==> src/core/ret_rot_pkg.sv <==
package ret_rot_pkg;

  localparam int DATA_W = 8;
  localparam int FADDR_W = 7;
  localparam int PC_W_DEF = 16;
  // one instruction cycle spans this many core clocks
  localparam int CLKS_PER_ICYC = 4;
  localparam int RET_ICYCS = 2;
  localparam int ROT_ICYCS = 1;
  localparam int GIE_BIT = 7;
  localparam logic DEST_WREG = 1'h0;
  localparam logic DEST_FILE = 1'h1;
  localparam logic [DATA_W-1:0] GIE_MASK = 8'h80;
  localparam logic [DATA_W-1:0] ZERO_BYTE = 8'h00;

  typedef enum logic [2:0] {
    OP_NONE,
    OP_RET_INT,
    OP_RET_SUB,
    OP_RET_LIT,
    OP_ROT_LEFT
  } op_t;

  typedef enum logic {
    ST_IDLE,
    ST_EXEC
  } exec_state_t;

  // instruction cycles an operation occupies
  function automatic int op_icycs(input op_t op);
    op_icycs = (op == OP_ROT_LEFT) ? ROT_ICYCS : RET_ICYCS;
  endfunction : op_icycs

endpackage : ret_rot_pkg

==> src/core/exec_link_if.sv <==
`timescale 1ns/1ps
interface exec_link_if;
  logic run;
  logic cyc_end;
  logic [7:0] rot_in;
  logic rot_cin;
  logic [7:0] rot_out;
  logic rot_cout;

  modport ctrl (output run, input cyc_end, output rot_in, output rot_cin, input rot_out, input rot_cout);
  modport timer (input run, output cyc_end);
  modport rot (input rot_in, input rot_cin, output rot_out, output rot_cout);
endinterface : exec_link_if

==> src/core/ret_rot_exec.sv <==
// Overview of operation
// - interrupt return pops stack, loads PC
// - interrupt return sets enable bit 7, flags kept
// - interrupt return: one word, two cycles
// - subroutine return pops stack, no flags
// - subroutine return takes two cycles
// - literal return writes 8-bit literal, flags kept
// - literal return loads PC from stack top
// - literal return: one word, two cycles
// - rotate left through carry, carry only
// - destination 0 to W, 1 to file
// - rotate addresses 0..127, one cycle
`timescale 1ns/1ps
module ret_rot_exec
  import ret_rot_pkg::*;
#(
  parameter int PC_W = PC_W_DEF,
  parameter int ICYC_CLKS = CLKS_PER_ICYC
)(
  input wire logic sys_clk,
  input wire logic rst_n,
  input wire logic clk_en,
  input wire logic op_valid,
  input wire op_t op_code,
  input wire logic [DATA_W-1:0] op_literal,
  input wire logic [FADDR_W-1:0] op_faddr,
  input wire logic op_dest,
  input wire logic [PC_W-1:0] top_of_stack,
  input wire logic [DATA_W-1:0] file_rdata,
  input wire logic carry_in,
  output logic op_ready,
  output logic busy,
  output logic done,
  output logic stack_pop,
  output logic pc_load,
  output logic [PC_W-1:0] pc_value,
  output logic w_we,
  output logic [DATA_W-1:0] w_data,
  output logic file_we,
  output logic [FADDR_W-1:0] file_addr,
  output logic [DATA_W-1:0] file_wdata,
  output logic carry_we,
  output logic carry_value,
  output logic interrupt_control_reg_set_we,
  output logic [DATA_W-1:0] interrupt_control_reg_set_mask
);

  ////////////////////////////////////////////////////////////////////////////
  // reset release

  logic [1:0] rst_pipe_q;
  logic rst_sync_n;

  always_ff @(posedge sys_clk or negedge rst_n)
  begin
    if (!rst_n)
    begin
      rst_pipe_q <= 2'h0;
    end
    else
    begin
      rst_pipe_q <= {rst_pipe_q[0], 1'b1};
    end
  end

  assign rst_sync_n = rst_pipe_q[1];

  ////////////////////////////////////////////////////////////////////////////
  // helpers

  exec_link_if lnk ();

  icyc_timer #(.CLKS(ICYC_CLKS)) u_timer (
    .sys_clk(sys_clk),
    .rst_sync_n(rst_sync_n),
    .clk_en(clk_en),
    .lnk(lnk)
  );

  rot_left_unit u_rot (
    .lnk(lnk)
  );

  ////////////////////////////////////////////////////////////////////////////
  // state

  typedef struct packed {
    exec_state_t st;
    op_t op;
    logic [DATA_W-1:0] lit;
    logic [FADDR_W-1:0] fa;
    logic dest;
    logic icyc;
    logic done;
    logic pop;
    logic pcl;
    logic [PC_W-1:0] pc;
    logic wwe;
    logic [DATA_W-1:0] wdat;
    logic fwe;
    logic [DATA_W-1:0] fdat;
    logic cwe;
    logic cval;
    logic global_interrupt_enable;
  } exec_t;

  exec_t q, d;
  logic accept;
  logic last_icyc;

  assign op_ready = (q.st == ST_IDLE);
  assign accept = op_valid && op_ready && (op_code != OP_NONE);
  assign last_icyc = (int'(q.icyc) == op_icycs(q.op) - 1);
  assign lnk.run = (q.st == ST_EXEC);
  // operand must be stable from accept to end of the cycle
  assign lnk.rot_in = file_rdata;
  assign lnk.rot_cin = carry_in;

  always_comb
  begin
    d = q;
    d.done = 1'b0;
    d.pop = 1'b0;
    d.pcl = 1'b0;
    d.wwe = 1'b0;
    d.fwe = 1'b0;
    d.cwe = 1'b0;
    d.global_interrupt_enable = 1'b0;
    case (q.st)
      ST_IDLE:
      begin
        if (accept)
        begin
          d.st = ST_EXEC;
          d.op = op_code;
          d.lit = op_literal;
          d.fa = op_faddr;
          d.dest = op_dest;
          d.icyc = 1'b0;
        end
      end
      ST_EXEC:
      begin
        if (lnk.cyc_end)
        begin
          // returns act at end of first cycle; second cycle refills the fetch
          if (!q.icyc && q.op != OP_ROT_LEFT)
          begin
            d.pop = 1'b1;
            d.pcl = 1'b1;
            d.pc = top_of_stack;
            if (q.op == OP_RET_INT)
            begin
              d.global_interrupt_enable = 1'b1;
            end
            if (q.op == OP_RET_LIT)
            begin
              d.wwe = 1'b1;
              d.wdat = q.lit;
            end
          end
          if (q.op == OP_ROT_LEFT)
          begin
            d.cwe = 1'b1;
            d.cval = lnk.rot_cout;
            if (q.dest == DEST_WREG)
            begin
              d.wwe = 1'b1;
              d.wdat = lnk.rot_out;
            end
            else
            begin
              d.fwe = 1'b1;
              d.fdat = lnk.rot_out;
            end
          end
          if (last_icyc)
          begin
            d.done = 1'b1;
            d.st = ST_IDLE;
          end
          else
          begin
            d.icyc = 1'b1;
          end
        end
      end
      default:
      begin
        d.st = ST_IDLE;
      end
    endcase
  end

  always_ff @(posedge sys_clk or negedge rst_sync_n)
  begin
    if (!rst_sync_n)
    begin
      q <= '0;
    end
    else if (clk_en)
    begin
      q <= d;
    end
  end

  assign busy = (q.st == ST_EXEC);
  assign done = q.done;
  assign stack_pop = q.pop;
  assign pc_load = q.pcl;
  assign pc_value = q.pc;
  assign w_we = q.wwe;
  assign w_data = q.wdat;
  assign file_we = q.fwe;
  assign file_addr = q.fa;
  assign file_wdata = q.fdat;
  assign carry_we = q.cwe;
  assign carry_value = q.cval;
  assign interrupt_control_reg_set_we = q.global_interrupt_enable;
  // only the global enable bit is ever set; status flags untouched
  assign interrupt_control_reg_set_mask = q.global_interrupt_enable ? GIE_MASK : ZERO_BYTE;

  ////////////////////////////////////////////////////////////////////////////
  // checks

  logic [15:0] elapsed_q;

  always_ff @(posedge sys_clk or negedge rst_sync_n)
  begin
    if (!rst_sync_n)
    begin
      elapsed_q <= 16'h0000;
    end
    else if (clk_en)
    begin
      if (accept)
      begin
        elapsed_q <= 16'h0000;
      end
      else if (busy)
      begin
        elapsed_q <= elapsed_q + 16'h0001;
      end
    end
  end
endmodule : ret_rot_exec

==> src/core/icyc_timer.sv <==
`timescale 1ns/1ps
module icyc_timer
  import ret_rot_pkg::*;
#(
  parameter int CLKS = CLKS_PER_ICYC
)(
  input wire logic sys_clk,
  input wire logic rst_sync_n,
  input wire logic clk_en,
  exec_link_if.timer lnk
);
  localparam int CW = (CLKS > 1) ? $clog2(CLKS) : 1;
  localparam logic [CW-1:0] LAST = CW'(CLKS - 1);
  localparam logic [CW-1:0] CNT_ZERO = '0;

  typedef struct packed {
    logic [CW-1:0] cnt;
  } tmr_t;

  tmr_t q, d;

  assign lnk.cyc_end = lnk.run && (q.cnt == LAST);

  always_comb
  begin
    d = q;
    if (!lnk.run || lnk.cyc_end)
    begin
      d.cnt = CNT_ZERO;
    end
    else
    begin
      d.cnt = q.cnt + 1'b1;
    end
  end

  always_ff @(posedge sys_clk or negedge rst_sync_n)
  begin
    if (!rst_sync_n)
    begin
      q <= '0;
    end
    else if (clk_en)
    begin
      q <= d;
    end
  end
endmodule : icyc_timer

==> src/core/rot_left_unit.sv <==
`timescale 1ns/1ps
module rot_left_unit
  import ret_rot_pkg::*;
(
  exec_link_if.rot lnk
);
  // old carry enters bit 0, old bit 7 leaves as carry
  assign lnk.rot_out = {lnk.rot_in[DATA_W-2:0], lnk.rot_cin};
  assign lnk.rot_cout = lnk.rot_in[DATA_W-1];
endmodule : rot_left_unit

==> config.mk <==
export PLATFORM = sky130hd
export DESIGN_NAME = ret_rot_exec
export DESIGN_NICKNAME = d
export VERILOG_FILES = /design/src/core/ret_rot_pkg.sv /design/src/core/exec_link_if.sv /design/src/core/ret_rot_exec.sv /design/src/core/icyc_timer.sv /design/src/core/rot_left_unit.sv
export SDC_FILE = /design/constraint.sdc
export NUM_CORES = 1
export LEC_CHECK = 0
export BUFFER_PORTS_ARGS = -buffer_cell sky130_fd_sc_hd__buf_2
export CAP_MARGIN = 30
export CORE_UTILIZATION = 35
export CTS_CLUSTER_SIZE = 24
export DETAILED_ROUTE_END_ITERATION = 7
export HOLD_SLACK_MARGIN = 0.02
export MAX_ROUTING_LAYER = met4
export PLACE_DENSITY = 0.64
export SLEW_MARGIN = 10
export SYNTH_ARGS = -nofsm -noshare
export SYNTH_HDL_FRONTEND = slang
export SYNTH_SLANG_ARGS = --single-unit
==> constraint.sdc <==
create_clock -name sys_clk -period 4.5 [get_ports sys_clk]
set_input_delay 0.9 -clock sys_clk [delete_from_list [all_inputs] [get_ports sys_clk]]
set_output_delay 0.9 -clock sys_clk [all_outputs]
set_load 0.02 [all_outputs]
==> results.md <==
* Most frequent cells in the layout: buf_2, dfrtp_1, mux2_2
* Routed vias/inst at 4.53
* Mapped Cells at 215
* Critical Path AT at 2.39 ns
* F_max at 0.460 GHz
* Most common cell after layout, fill and taps aside: buf_2
* Worst vdd ir at 0.000297 V
* Final hold vios at 0
* Post-synth cell types at 28
* RSZ-0062 raised after global routing: false
* I/O Buffers at 97
* Layout area overhead at 15.8%
* Clk Latency, worst-skew pair at 0.33 ns
* Worst path slowest cell: dfrtp_1
* Fin Setup TNS at 0 ns
* Layout cells sized above 1 at 62.9%
* Core Region at 8180 sq um
* Initial antenna violation count at 0
* M3 GR Usage at 4.07%
* Power Dens Cells at 657 nW/um^2
* Total gr overflow at 0
* Remaining DRCs at 0
* Crit-path cells: nor3b_1 > inv_1 > ha_1 > and4b_1 > o21a_1 > mux2_2
* Crit-path max FO at 9
* Filler cells at 782
* YS warnings at 0
* Hold-fix buffers, CTS at 0
* Final WL at 5.32 mm
* GR peak layer: met2
* DR pass1 iterations at 6
* Clk root buf: clkbuf_8
* CTS sink count at 64
* Net Sw Frac at 34.4%
* Post-CTS sizing at 0
* Final hold slack at 0.172 ns
* Die Ht at 93.6 microns
* Clock Skew at 0.00917 ns
* Pleak at 1.77 nW
* Worst Hold Class: reg2async
* Reg clk slew, reported paths at 0.07 ns
* CP required at 4.72 ns
* Comb power frac at 35.5%
* CTS tree: yes
* Die Span X at 93.6 microns
* Status: completed
* Max cap viols at 0
* Wire length per cell at 13.7 microns
* Clk pwr share at 22.6%
* Sequential area share after synthesis at 54.5%
* Grt met2 use at 21.5%
* Final Util at 41.6%
* Setup crit end kind: flip-flop
* Largest net degree at the start of global routing at 48
* Sequential share of power at 41.9%
* Final period util at 48.3%
* Die area at 8770 sq um
* Initial Utilization at 36.0%
* Design area at 3400 sq um
* Setup violators final at 0
* Clock Tree Buf Depth at 2
* Cell Area, Synth at 2940 sq um
* DRT antenna net count at 0
* Ant diodes at 0
* Net switching power at 769 uW
* Postcts setup bufs at 0
* DR vias at 1757
* Tot GR Track Use at 13.6%
* Gp weighted congestion at 0.676
* Syn_area_per_cell at 13.7 sq um
* H-Tree Level Count at 3
* Min cycle time layout at 2.18 ns
* First-pass GRT wire length at 8.54 mm
* Largest stage delay, worst path at 0.44 ns
* HPWL after DPL at 3.78 mm
* Least-Margin Pin Slew at 0.686 ns
* Area after DPL at 3180 sq um
* #FFs+latches synth at 64
* Total CTS buffers at 9
* Max-slew violations at 0
* Rel. slew slack at 54.1%
* Nets at 328
* Int Power at 1.47 mW
* Startpoint Class: flip-flop
* Cell row count at 33
* Vias in the first global route at 1773
* IO Count at 105
* Met1 usage at 15.7%
* Worst setup path category: reg2reg
* First-iteration detailed-routing DRC count at 28
==> registers in the layout, summed over array words and instances, names as in the netlist <==
signal	cells
pc_value	16
rst_pipe_q	2
q	13
file_wdata	8
busy	1
carry_we	1
carry_value	1
w_we	1
w_data	8
file_we	1
done	1
file_addr	7
interrupt_control_reg_set_we	1
u_timer.q	2
stack_pop	1
==> critical path: cells and delay by family (launching register included) <==
kind            cells  cell delay (ns)
buf+inv             1             0.09
flops               1             0.44
simple gates        2             0.61
compound gates      1             0.34
mux                 1             0.34
fa+ha+maj           1             0.23
==> worst paths after layout <==
| check | startpoint | end | slack (ns) | cells past startpoint |
|---|---|---|---|---|
| min in group sys_clk | rst_pipe_q[0] | rst_pipe_q[1] | 0.35 | 0 |
| worst max-delay path | q[58] | w_data[5] | 2.32 | 6 |
| max in group asynchronous | rst_pipe_q[1] | stack_pop | 3.41 | 1 |
| worst max register to register | q[58] | w_data[5] | 2.32 | 6 |
| worst min register to register | rst_pipe_q[1] | pc_value[5] | 0.17 | 0 |
| worst min-delay path | rst_pipe_q[1] | pc_value[5] | 0.17 | 0 |
==> cells by family (layout without fill, tap and decap cells) <==
logic type / count (synthesis) / in the layout / synth area share, %
AOI/OAI and AO/OA: 14 / 14 / 3.45
adders and majority gates: 2 / 2 / 0.851
buffers and inverters: 61 / 123 / 14.9
DFF: 64 / 64 / 54.5
muxes: 59 / 59 / 22.6
other: 2 / 8 / 0.256
and+or+nand+nor: 13 / 13 / 3.53
==> Yosys cell counts <==
master	n	area share [%]
a21o_1	1	0.26
a21o_2	1	0.30
a21oi_1	1	0.17
a22o_1	2	0.60
a32o_1	1	0.34
and3_1	1	0.21
and3b_1	1	0.30
and4b_1	1	0.34
buf_2	1	0.17
buf_4	49	13
buf_6	3	1.1
conb_1	2	0.26
dfrtp_1	64	54
ha_1	2	0.85
inv_1	8	1.0
mux2_2	58	22
mux2i_1	1	0.34
nand2_1	3	0.38
nand2_2	1	0.21
nand2b_1	2	0.43
nand3_2	1	0.34
nor3b_1	2	0.51
nor4b_4	1	0.81
o21a_1	1	0.26
o21ai_0	4	0.68
o2bb2ai_1	1	0.30
o31a_1	1	0.30
o31ai_1	1	0.26
==> power groups by stage <==
stage / registers, mW / logic, mW / clock network [mW]
finish: 0.936 / 0.794 / 0.504
global route: 0.968 / 0.865 / 0.552
CTS: 0.939 / 0.805 / 0.523
detailed placement: 0.946 / 0.806 / 0
global placement: 0.935 / 0.786 / 0
floorplan: 0.935 / 0.775 / 0
==> layout make-up <==
type                            instances  area, sq um  share of cell area (%)
Tap cell                              105          131                    3.86
Timing Repair Buffer                   99          508                    14.9
Clock buffer                           11          151                    4.45
Clock inverter                          5         55.1                    1.62
Multi-Input combinational cell         96          923                    27.1
Sequential cell                        64         1600                    47.1
Inverter                                8         30.0                   0.883
==> per-stage QoR <==
step / cells / setup slack, ns / power, mW
final: 388 / 2.32 / 2.23
after global routing: 388 / 2.16 / 2.39
after CTS: 387 / 2.20 / 2.27
after detailed placement: 371 / 1.81 / 1.75
after global placement: 371 / 1.89 / 1.72
after floorplan: 221 / 2.52 / 1.71
==> per-layer routing <==
| layer | wire [microns] | up-vias | share of wire [%] |
|---|---|---|---|
| li1 | - | 804 | - |
| met1 | 2310 | 867 | 43 |
| met2 | 2550 | 76 | 48 |
| met3 | 358 | 10 | 6.7 |
| met4 | 108 | 0 | 2.0 |
| met5 | 0 | - | 0 |
Power figures use the tool's default switching activity.
